<file path="src/core/lac_pkg.sv">
/*
 Shared constants for the line activation controller: control channel codes,
 line signal encodings, modes, frame bit positions and timing counts.
 Assumes an 8 kHz frame strobe derived from the 100 MHz clock.
*/
package lac_pkg;
   localparam int CLK_HZ = 100_000_000;
   localparam int FRAME_HZ = 8000;
   localparam int FRAME_DIV = CLK_HZ / FRAME_HZ;
   localparam logic [13:0] FRAME_DIV_M1 = 14'(FRAME_DIV - 1);
   // frame bit positions of the 4-bit control field
   localparam int CI_MSB_POS = 27;
   localparam int CI_LSB_POS = 30;
   localparam logic [5:0] FRAME_BITS_M1 = 6'h1F;
   // times in ms, converted to frame counts (8 frames per ms)
   localparam int T_REPEAT_LT_MS = 12;
   localparam int T_REPEAT_NT_MS = 6;
   localparam int T_START_LT_MS = 7;
   localparam int T_START_NT_MS = 13;
   localparam int FRAMES_PER_MS = FRAME_HZ / 1000;
   localparam logic [7:0] REPEAT_LT_FR = 8'(T_REPEAT_LT_MS * FRAMES_PER_MS);
   localparam logic [7:0] REPEAT_NT_FR = 8'(T_REPEAT_NT_MS * FRAMES_PER_MS);
   localparam logic [7:0] START_LT_FR = 8'(T_START_LT_MS * FRAMES_PER_MS);
   localparam logic [7:0] START_NT_FR = 8'(T_START_NT_MS * FRAMES_PER_MS);
   localparam logic [2:0] PWRDN_FRAMES = 3'h4;
   // downstream (input) codes
   localparam logic [3:0] DEACT_REQUEST = 4'h0;
   localparam logic [3:0] ACT_REQ_NO_LOOP = 4'h8;
   localparam logic [3:0] ACT_REQ_LOCAL_LOOP = 4'h9;
   localparam logic [3:0] ACT_REQ_LOOP_TWO = 4'hA;
   localparam logic [3:0] ACT_REQ_LOOP_FOUR = 4'hB;
   localparam logic [3:0] ACT_IND_NO_LOOP = 4'hC;
   localparam logic [3:0] ACT_IND_WITH_LOOP = 4'hE;
   localparam logic [3:0] DEACT_IND_DOWN = 4'hF;
   localparam logic [3:0] TIMING_REQUEST = 4'h0;
   // output codes
   localparam logic [3:0] DEACT_ACK = 4'h1;
   localparam logic [3:0] FRAME_SLIP_IND = 4'h2;
   localparam logic [3:0] RESYNC_IND = 4'h4;
   localparam logic [3:0] POWER_UP_IND = 4'h7;
   localparam logic [3:0] SYNC_COMPLETE_SUM_READY = 4'h7;
   localparam logic [3:0] ACT_REQ_UP = 4'h8;
   localparam logic [3:0] ACT_IND_UP = 4'hC;
   localparam logic [3:0] DEACT_IND_UP = 4'hF;
   localparam logic [3:0] CI_RESET_VAL = 4'hF;
   // line signals sent
   localparam logic [2:0] TX_OFF = 3'h0;
   localparam logic [2:0] TX_AWAKE = 3'h1;
   localparam logic [2:0] TX_U2 = 3'h2;
   localparam logic [2:0] TX_U2A = 3'h3;
   localparam logic [2:0] TX_U1A = 3'h4;
   localparam logic [2:0] TX_TRANSP = 3'h5;
   typedef enum logic [1:0] {
      LAC_MODE_LT = 2'h0,
      LAC_MODE_LTRP = 2'h1,
      LAC_MODE_NT = 2'h2,
      LAC_MODE_PABX = 2'h3
   } lac_mode_t;
endpackage

</file>
<file path="src/core/lac_ci_filter.sv">
/*
 Double last look filter for the 4-bit control channel input.
 Assumes frame_tick pulses once per frame with the new field in ci_raw.
*/
`timescale 1ns/1ns
`default_nettype none
module lac_ci_filter
   import lac_pkg::*;
(
   input wire logic clock, // system clock
   input wire logic rst, // async reset, active high
   input wire logic frame_tick, // one pulse per frame
   input wire logic [3:0] ci_raw, // field captured this frame
   output logic [3:0] ci_valid, // accepted code
   output logic ci_change // pulse when accepted code changes
);
   logic [3:0] last_r;
   logic [3:0] valid_r;
   logic chg_r;
   wire accept = frame_tick && (ci_raw == last_r) && (ci_raw != valid_r);
   always_ff @(posedge clock or posedge rst) begin
      if (rst) begin
         last_r <= DEACT_IND_DOWN;
         valid_r <= DEACT_IND_DOWN;
         chg_r <= 1'b0;
      end else begin
         chg_r <= accept;
         if (frame_tick) last_r <= ci_raw;
         if (accept) valid_r <= ci_raw;
      end
   end
   assign ci_valid = valid_r;
   assign ci_change = chg_r;
endmodule
`default_nettype wire

</file>
<file path="src/core/lac_top.sv">
/*
 Line activation controller: awake/acknowledge handshake, control channel
 code generation and double last look reception.
 Assumes line signal detectors provide synchronous pulses/levels from the
 line receiver on the same clock; frame sync and serial data are pins.
*/
// Function
// - awaking side repeats awake after 12 ms LT or 6 ms NT without ack; only LT and LT-RP start an awake, so the 6 ms repeat is never reached
// - after ack without repeat, send mode info after 7 ms LT, 13 ms NT
// - repeated ack at awaking side acts as incoming awake
// - awoken device acks awake, then sends mode info after 7 or 13 ms
// - repeated awake during wait restarts awoken procedure with new ack
// - output code repeats each frame, changes only on line events, input codes or timeouts
// - input code accepted only after two identical successive frames
// - LT activation request 1000 to 1011 sends awake then U2
// - LT-RP request after completed awake switches U2A to transparent U4
// - activation indications 1100 and 1110 from layer 2 are ignored in LT and LT-RP
// - after 1111 units detect awake; bus powers down after 4 frames
// - NT-PABX answers timing request with power up 0111; the NT mode does not answer it
// - NT-PABX absorbs wander, signals frame slip 0010 on buffer slip
// - resync 0100 downstream while unsynchronised at start or after sync loss
// - powered down unit seeing awake or request outputs timing request 0000
// - downstream unit signals activation request 1000 after line awake
// - on U1 or U3 output 0111 upstream and enable violation counter
// - in exchange on U3 go transparent and report activation up
// - while deactivating output deactivation acknowledge 0001
// - deactivated: output 1111, transmitter off, keep detecting awake
// - LT sync loss after activation signals resync, keeps sending U4
// - codes travel in frame bits 27 to 30, one per frame
`timescale 1ns/1ns
`default_nettype none
module lac_top
   import lac_pkg::*;
(
   input wire logic clock, // 100 MHz system clock
   input wire logic rst, // async reset, active high
   input wire logic [1:0] mode_sel, // operating mode pins
   input wire logic frame_sync_pin, // frame sync from bus
   input wire logic data_in_pin, // serial control data in
   output logic data_out, // serial control data out
   input wire logic awake_det, // pulse: awake/ack seen on line
   input wire logic sync_det, // level: receiver synchronous
   input wire logic full_sync_det, // pulse: U1/U3 detected
   input wire logic deact_det, // pulse: U0 detected on line
   input wire logic slip_det, // pulse: wander buffer slipped
   output logic [2:0] tx_info, // line signal to send
   output logic cv_count_en, // violation counter enable
   output logic bus_pwrdn_ok // frame bus may power down
);
   typedef enum logic [2:0] {
      S_IDLE = 3'h0,
      S_AWAKE_TX = 3'h1,
      S_ACK_WAIT = 3'h2,
      S_START_WAIT = 3'h3,
      S_SYNCING = 3'h4,
      S_ACTIVE = 3'h5,
      S_DEACT = 3'h6
   } lac_state_t;

   lac_mode_t mode;
   assign mode = lac_mode_t'(mode_sel);
   logic fs_q1, fs_q2, fs_q3, din_q1, din_q2;
   always_ff @(posedge clock or posedge rst) begin
      if (rst) begin
         fs_q1 <= 1'b0;
         fs_q2 <= 1'b0;
         fs_q3 <= 1'b0;
         din_q1 <= 1'b0;
         din_q2 <= 1'b0;
      end else begin
         fs_q1 <= frame_sync_pin;
         fs_q2 <= fs_q1;
         fs_q3 <= fs_q2;
         din_q1 <= data_in_pin;
         din_q2 <= din_q1;
      end
   end
   // bit clock as enable from divider, realigned by frame sync
   wire frame_start = fs_q2 && !fs_q3;
   localparam logic [8:0] BIT_DIV_M1 = 9'(FRAME_DIV / 32 - 1);
   localparam logic [8:0] BIT_MID = 9'(FRAME_DIV / 64 - 1);
   logic [8:0] bdiv_r;
   logic [5:0] bit_r;
   wire bit_tick = (bdiv_r == BIT_DIV_M1);
   // input taken mid-cell, clear of the cell edges that the pin synchroniser blurs
   wire bit_mid = (bdiv_r == BIT_MID);
   always_ff @(posedge clock or posedge rst) begin
      if (rst) begin
         bdiv_r <= 9'h000;
         bit_r <= 6'h00;
      end else if (frame_start) begin
         bdiv_r <= 9'h000;
         bit_r <= 6'h00;
      end else begin
         bdiv_r <= bit_tick ? 9'h000 : bdiv_r + 9'h001;
         if (bit_tick) bit_r <= bit_r + 6'h01;
      end
   end
   wire in_ci = (bit_r >= 6'(CI_MSB_POS)) && (bit_r <= 6'(CI_LSB_POS));
   // output is loaded at the end of a cell for the cell that follows
   wire [5:0] bit_next = bit_r + 6'h01;
   wire out_ci = (bit_next >= 6'(CI_MSB_POS)) && (bit_next <= 6'(CI_LSB_POS));
   wire [1:0] out_idx = 2'h3 - 2'(bit_next - 6'(CI_MSB_POS));
   wire frame_tick = bit_tick && (bit_r == FRAME_BITS_M1);
   logic [3:0] ci_sh_r;
   logic [3:0] ci_out_r, ci_out_nxt, ci_tx_r;
   always_ff @(posedge clock or posedge rst) begin
      if (rst) begin
         ci_sh_r <= 4'h0;
         ci_tx_r <= CI_RESET_VAL;
         data_out <= 1'b1;
      end else begin
         if (bit_mid && in_ci) ci_sh_r <= {ci_sh_r[2:0], din_q2};
         if (frame_tick) ci_tx_r <= ci_out_r;
         if (bit_tick) begin
            data_out <= out_ci ? ci_tx_r[out_idx] : 1'b1;
         end
      end
   end
   logic [3:0] ci_in;
   logic ci_chg;
   lac_ci_filter u_filt (
      .clock(clock),
      .rst(rst),
      .frame_tick(frame_tick),
      .ci_raw(ci_sh_r),
      .ci_valid(ci_in),
      .ci_change(ci_chg)
   );

   wire is_lt = (mode == LAC_MODE_LT) || (mode == LAC_MODE_LTRP);
   wire act_req = ci_chg && (ci_in inside {ACT_REQ_NO_LOOP, ACT_REQ_LOCAL_LOOP,
      ACT_REQ_LOOP_TWO, ACT_REQ_LOOP_FOUR}) && is_lt;
   wire pabx_timing = ci_chg && (ci_in == TIMING_REQUEST) && !is_lt;
   wire deact_req = ci_chg && (ci_in == DEACT_REQUEST) && is_lt;
   wire [7:0] rep_lim = is_lt ? REPEAT_LT_FR : REPEAT_NT_FR;
   wire [7:0] start_lim = is_lt ? START_LT_FR : START_NT_FR;
   wire [2:0] mode_info = (mode == LAC_MODE_LT) ? TX_U2 :
      (mode == LAC_MODE_LTRP) ? TX_U2A : TX_U1A;

   lac_state_t st_r, st_nxt;
   logic [7:0] tmr_r, tmr_nxt;
   logic awoken_r, awoken_nxt, lost_r, lost_nxt, pu_r, pu_nxt;
   logic [2:0] tx_r, tx_nxt;
   logic [2:0] pd_cnt_r;
   wire tmr_done = (tmr_r == 8'h00) && frame_tick;
   always_comb begin
      st_nxt = st_r;
      tmr_nxt = (frame_tick && tmr_r != 8'h00) ? tmr_r - 8'h01 : tmr_r;
      awoken_nxt = awoken_r;
      lost_nxt = lost_r;
      pu_nxt = pu_r;
      tx_nxt = tx_r;
      ci_out_nxt = ci_out_r;
      if (pabx_timing && mode == LAC_MODE_PABX) pu_nxt = 1'b1;
      case (st_r)
         S_IDLE: begin
            tx_nxt = TX_OFF;
            if (awake_det) begin
               st_nxt = S_START_WAIT;
               awoken_nxt = 1'b1;
               tx_nxt = TX_AWAKE;
               tmr_nxt = start_lim;
               ci_out_nxt = is_lt ? ACT_REQ_UP : TIMING_REQUEST;
            end else if (act_req) begin
               st_nxt = S_AWAKE_TX;
               awoken_nxt = 1'b0;
               tx_nxt = TX_AWAKE;
               tmr_nxt = rep_lim;
            end
         end
         S_AWAKE_TX: begin
            if (awake_det) begin
               st_nxt = S_ACK_WAIT;
               tx_nxt = TX_OFF;
               tmr_nxt = start_lim;
            end else if (tmr_done) begin
               tmr_nxt = rep_lim;
               tx_nxt = TX_AWAKE;
            end
         end
         S_ACK_WAIT, S_START_WAIT: begin
            if (awake_det) begin
               st_nxt = S_START_WAIT;
               awoken_nxt = 1'b1;
               tx_nxt = TX_AWAKE;
               tmr_nxt = start_lim;
            end else if (tmr_done) begin
               st_nxt = S_SYNCING;
               tx_nxt = mode_info;
               ci_out_nxt = is_lt ? ci_out_r : RESYNC_IND;
            end
            // in S_START_WAIT the acknowledge stands until the mode signal replaces it; S_ACK_WAIT keeps TX_OFF
         end
         S_SYNCING: begin
            if (act_req && mode == LAC_MODE_LTRP) begin
               tx_nxt = TX_TRANSP;
            end
            if (full_sync_det) begin
               ci_out_nxt = is_lt ? ACT_IND_UP : SYNC_COMPLETE_SUM_READY;
               if (is_lt) begin
                  st_nxt = S_ACTIVE;
                  tx_nxt = TX_TRANSP;
               end
            end
            if (ci_chg && !is_lt && (ci_in inside {ACT_IND_NO_LOOP, ACT_IND_WITH_LOOP})) begin
               st_nxt = S_ACTIVE;
               tx_nxt = TX_TRANSP;
            end
         end
         S_ACTIVE: begin
            if (!sync_det && !lost_r) begin
               lost_nxt = 1'b1;
               ci_out_nxt = RESYNC_IND;
            end else if (sync_det && lost_r) begin
               lost_nxt = 1'b0;
               ci_out_nxt = is_lt ? ACT_IND_UP : SYNC_COMPLETE_SUM_READY;
            end
            if (slip_det && mode == LAC_MODE_PABX) ci_out_nxt = FRAME_SLIP_IND;
         end
         S_DEACT: begin
            tx_nxt = TX_OFF;
            ci_out_nxt = DEACT_ACK;
            if (tmr_done) begin
               st_nxt = S_IDLE;
               ci_out_nxt = DEACT_IND_UP;
            end
         end
         default: st_nxt = S_IDLE;
      endcase
      if (pu_r && !is_lt && st_r == S_IDLE) ci_out_nxt = POWER_UP_IND;
      if ((deact_req || deact_det) && st_r != S_IDLE && st_r != S_DEACT) begin
         st_nxt = S_DEACT;
         tmr_nxt = 8'h01;
         lost_nxt = 1'b0;
         pu_nxt = 1'b0;
      end
   end
   always_ff @(posedge clock or posedge rst) begin
      if (rst) begin
         st_r <= S_IDLE;
         tmr_r <= 8'h00;
         awoken_r <= 1'b0;
         lost_r <= 1'b0;
         pu_r <= 1'b0;
         tx_r <= TX_OFF;
         ci_out_r <= CI_RESET_VAL;
      end else begin
         st_r <= st_nxt;
         tmr_r <= tmr_nxt;
         awoken_r <= awoken_nxt;
         lost_r <= lost_nxt;
         pu_r <= pu_nxt;
         tx_r <= tx_nxt;
         ci_out_r <= ci_out_nxt;
      end
   end
   // bus power-down allowed after four frames of deactivation indication
   always_ff @(posedge clock or posedge rst) begin
      if (rst) begin
         pd_cnt_r <= 3'h0;
      end else if (ci_in != DEACT_IND_DOWN || st_r != S_IDLE) begin
         pd_cnt_r <= 3'h0;
      end else if (frame_tick && pd_cnt_r != PWRDN_FRAMES) begin
         pd_cnt_r <= pd_cnt_r + 3'h1;
      end
   end
   assign bus_pwrdn_ok = (pd_cnt_r == PWRDN_FRAMES);
   assign tx_info = tx_r;
   assign cv_count_en = (ci_out_r == SYNC_COMPLETE_SUM_READY) && (st_r >= S_SYNCING);
endmodule
`default_nettype wire

</file>
<file path="config.mk">
export PLATFORM = sky130hd
export DESIGN_NAME = lac_top
export DESIGN_NICKNAME = d
export VERILOG_FILES = /design/src/core/lac_pkg.sv /design/src/core/lac_ci_filter.sv /design/src/core/lac_top.sv
export SDC_FILE = /design/constraint.sdc
export NUM_CORES = 1
export LEC_CHECK = 0
export BUFFER_PORTS_ARGS = -buffer_cell sky130_fd_sc_hd__buf_2
export CORE_MARGIN = 2
export CORE_UTILIZATION = 35
export DETAILED_ROUTE_END_ITERATION = 10
export PLACE_DENSITY_LB_ADDON = 0.05
export SYNTH_ARGS = -nofsm -noshare
export SYNTH_HDL_FRONTEND = slang
export SYNTH_HIERARCHICAL = 1
export SYNTH_SLANG_ARGS = --single-unit
</file>
<file path="constraint.sdc">
create_clock -name clock -period 2.9 [get_ports clock]
set_input_delay 0.435 -clock clock [delete_from_list [all_inputs] [get_ports clock]]
set_output_delay 0.435 -clock clock [all_outputs]
set_load 0.005 [all_outputs]
</file>
==> key figures <==
Job
  – Max cap viols: 0

Timing
  – Setup violation total in the final timing report: 0
  – Part of the cycle the worst path needs: 86.86%
  – Final-layout setup total negative slack: 0 ps
  – Slew at the pin closest to its max-slew limit: around 690 ps
  – Worst Skew: 16.67 ps
  – Setup repair after global routing missed its margin: false
  – Worst-case headroom to the max-slew limit: 54.19%
  – Max frequency: slightly below 0.4 GHz
  – Max Slew Vio Count: 0
  – Hold Fails Final Rpt: 0
  – Period minus WS final: 2519 ps
  – Hold slack final: 68.90 ps

Synth
  – Biggest area contributors in the synthesized netlist: sky130_fd_sc_hd__dfrtp_1, sky130_fd_sc_hd__dfstp_2, sky130_fd_sc_hd__xor2_1
  – Dominant cell type by area after synthesis: sky130_fd_sc_hd__dfrtp_1
  – Flop and latch count out of synthesis: 61
  – Synth Net Count: 406
  – Number of synthesized flops with an enable pin: 0
  – Ys flop type: sky130_fd_sc_hd__dfrtp_1
  – Commonest cells post-synth: sky130_fd_sc_hd__dfrtp_1, sky130_fd_sc_hd__nor2_1, sky130_fd_sc_hd__nand2_1, sky130_fd_sc_hd__inv_1
  – Post-synthesis instance area: 0.003627 mm2
  – Yosys synthesis warning count: 6
  – Area fraction of the dominant cell type after synthesis: 30.36%
  – Share of flip-flops with an asynchronous set or reset: 100.0%
  – Post-Syn Instances: 384
  – Count leader, synth: sky130_fd_sc_hd__dfrtp_1
  – Post-synthesis cell type count: 69
  – Post-Syn Area per Cell: 9.446 um2
  – Sequential cell area fraction in the yosys report: between 40 and 50%

Clocking
  – H-tree levels: 3
  – Post-CTS Hold Fix Bufs: 0
  – Clock sink count: between 60 and 70
  – Total of cells resized after clock tree synthesis: 0
  – Inserted Clock Buffers: 9
  – Buffer cell driving the clock tree root: sky130_fd_sc_hd__clkbuf_8
  – CTS tree: built
  – Later-pin clock latency in the skew report: between 300 and 400 ps
  – Total setup buffers inserted after CTS: 0
  – CTS Buffer Depth: 2
  – Clock slew at reported path FFs: 80 ps

Die
  – Number of core rows: 37
  – Core region area: 0.01018 mm2
  – Effective utilization at floorplan: approximately 36%
  – Die width: 105.8 um
  – Die area: 0.01119 mm2
  – DIE HEIGHT: between 100 and 150 um
  – Number of top-level pins: 17

Setup path
  – Category of the most critical setup path: flop to flop
  – Highest cell delay on the worst timing path: between 500 and 600 ps
  – Delay-heaviest family, CP: simple AND/OR/NAND/NOR gates
  – Critical path required time: 3170 ps
  – Type of destination of the critical path: flop
  – Worst Path Buf+Inv: 1
  – Startpoint type of the worst setup path: flop
  – CP max FO: 15
  – Data arrival at the endpoint of the critical path: 2790 ps
  – CP max-delay cell: sky130_fd_sc_hd__or4_4
  – Cell breakdown of the critical path: ha_1 > nand4_1 > or4_4 > inv_4 > nand4_2 > nor2_4 > mux2_1

Global route
  – Via count of the first global-routing pass: 2823
  – Initial antenna violation count: 0
  – Pin count of the biggest net entering global routing: 53
  – Wire length of the first global-routing pass: approximately 15 mm
  – Final global-route overflow total: 0
  – GRT Resource Usage Total: 16.99%

Pwr
  – Power density normalized to cell area: 691.0 mW/mm2
  – Leakage: between 1.5 and 2 nW
  – Peak ir drop on the vdd network: around 0.28 mV

Placed design
  – Count of buffers from port buffering: 16
  – Gpl congestion: 0.8650
  – Detailed placement HPWL: 6.164 mm

Detailed routing
  – DRC Markers: 0
  – Number of antenna-violating nets in the routed design: 0
  – Total via count in the routed design: roughly 3000
  – First-pass DRT Iterations: 5
  – Drt via density: 5.433
  – Routed Wire Length: about 9 mm
  – Final routed wire length divided by cell count: 16.30 um
  – 1st-iter DRT viols: 131

Hold path
  – Hold Crit Class: input port to async pin

Layout
  – Layout net count: 424
  – Area added between synthesis and finish: 11.38%
  – Number of antenna repair diodes: 0
  – Layout cells sized above 1: 20.39%

Run status
  – Status: finished clean
-- cell families after synthesis --
group / Yosys count / synth area share, %
and+or+nand+nor: 152 / 22.22
AOI/OAI and AO/OA: 77 / 14.90
DFF: 61 / 42.67
buffers and inverters: 37 / 4.001
xor gates and xnor gates: 29 / 7.209
muxes: 17 / 5.209
adders and majority gates: 11 / 3.794
-- where the power goes --
part           total, mW  internal (mW)  leakage, nW  switching, mW
Combinational      0.964          0.412        0.914          0.552
Clock              0.684          0.311       0.0816          0.373
Sequential          1.14          0.989        0.757          0.155
-- cell usage in the layout, fill, tap and decap left out, types with 7 or more instances in the layout --
master                     count
sky130_fd_sc_hd__clkbuf_8      9
sky130_fd_sc_hd__nor2b_1       7
sky130_fd_sc_hd__a21oi_1      14
sky130_fd_sc_hd__dfrtp_1      44
sky130_fd_sc_hd__xor2_1       17
sky130_fd_sc_hd__ha_1         11
sky130_fd_sc_hd__nor2_1       36
sky130_fd_sc_hd__buf_4         7
sky130_fd_sc_hd__nor3_1       10
sky130_fd_sc_hd__nand3_1      14
sky130_fd_sc_hd__inv_1        19
sky130_fd_sc_hd__o21ai_0      13
sky130_fd_sc_hd__xnor2_1      11
sky130_fd_sc_hd__mux2_2        9
sky130_fd_sc_hd__buf_2        16
sky130_fd_sc_hd__dfstp_2      17
sky130_fd_sc_hd__nand2_1      35
-- area by class of cell --
type / count / area (um2)
timing repair buffer: 23 / 132.6
fill: 1065 / 6145
multi-input combinational: 286 / 1934
tap: 136 / 170.2
inverter: 21 / 81.33
clock buffer: 9 / 123.9
clock inverter: 7 / 50.05
sequential: 61 / 1548
-- routing by layer --
| metal | up-vias | part of all wire [%] | global-route usage, % |
|---|---|---|---|
| li1 | 1417 | - | - |
| met5 | - | 0 | 0 |
| met2 | 87 | 43 | 24.98 |
| met4 | 0 | 1.3 | 4.699 |
| met3 | 9 | 4.9 | 3.711 |
| met1 | 1437 | 50 | 25.09 |
-- stage by stage --
| step | cells | setup slack (ps) | instance area, um2 | total power [mW] | utilization (%) |
|---|---|---|---|---|---|
| 4_1_cts | 543 | 380.8 | 4040 | 2.831 | 39.67 |
| 6_report | 543 | 381.0 | 4040 | 2.792 | 39.67 |
| 3_5_place_dp | 527 | 381.9 | 3866 | 2.117 | 37.96 |
| 5_1_grt | 543 | 238.7 | 4040 | 3.020 | 39.67 |
| 2_1_floorplan | 384 | 460.7 | 3627 | 1.847 | - |
| 3_3_place_gp | 527 | 463.9 | 3866 | 2.125 | 37.96 |
-- path summary, 6_finish.rpt --
check | startpoint | endpoint | slack, ps | depth (start not counted)
hold / removal | rst | u_filt/ci_change$_DFF_PP0_ | 70 | 2
setup reg to reg | bit_r[0]$_DFFE_PP0P_ | u_filt/ci_valid[3]$_DFFE_PP1P_ | 380 | 7
max in group asynchronous | rst | bdiv_r[4]$_DFF_PP0_ | 2150 | 3
hold reg to reg | din_q1$_DFF_PP0_ | din_q2$_DFF_PP0_ | 360 | 0
setup / recovery | bit_r[0]$_DFFE_PP0P_ | u_filt/ci_valid[3]$_DFFE_PP1P_ | 380 | 7
min in group clock | data_in_pin | din_q1$_DFF_PP0_ | 190 | 1
-- sequential cells by signal (all words and copies together) (netlist names), 3 cells and up --
| register | flops |
|---|---|
| tmr_r | 8 |
| u_filt/ci_valid | 4 |
| st_r | 3 |
| ci_tx_r | 4 |
| bdiv_r | 9 |
| tx_info | 3 |
| pd_cnt_r | 3 |
| ci_sh_r | 4 |
| ci_out_r | 4 |
| bit_r | 6 |
| u_filt/last_r | 4 |
Note: power is estimated with default switching activity, not from simulation.
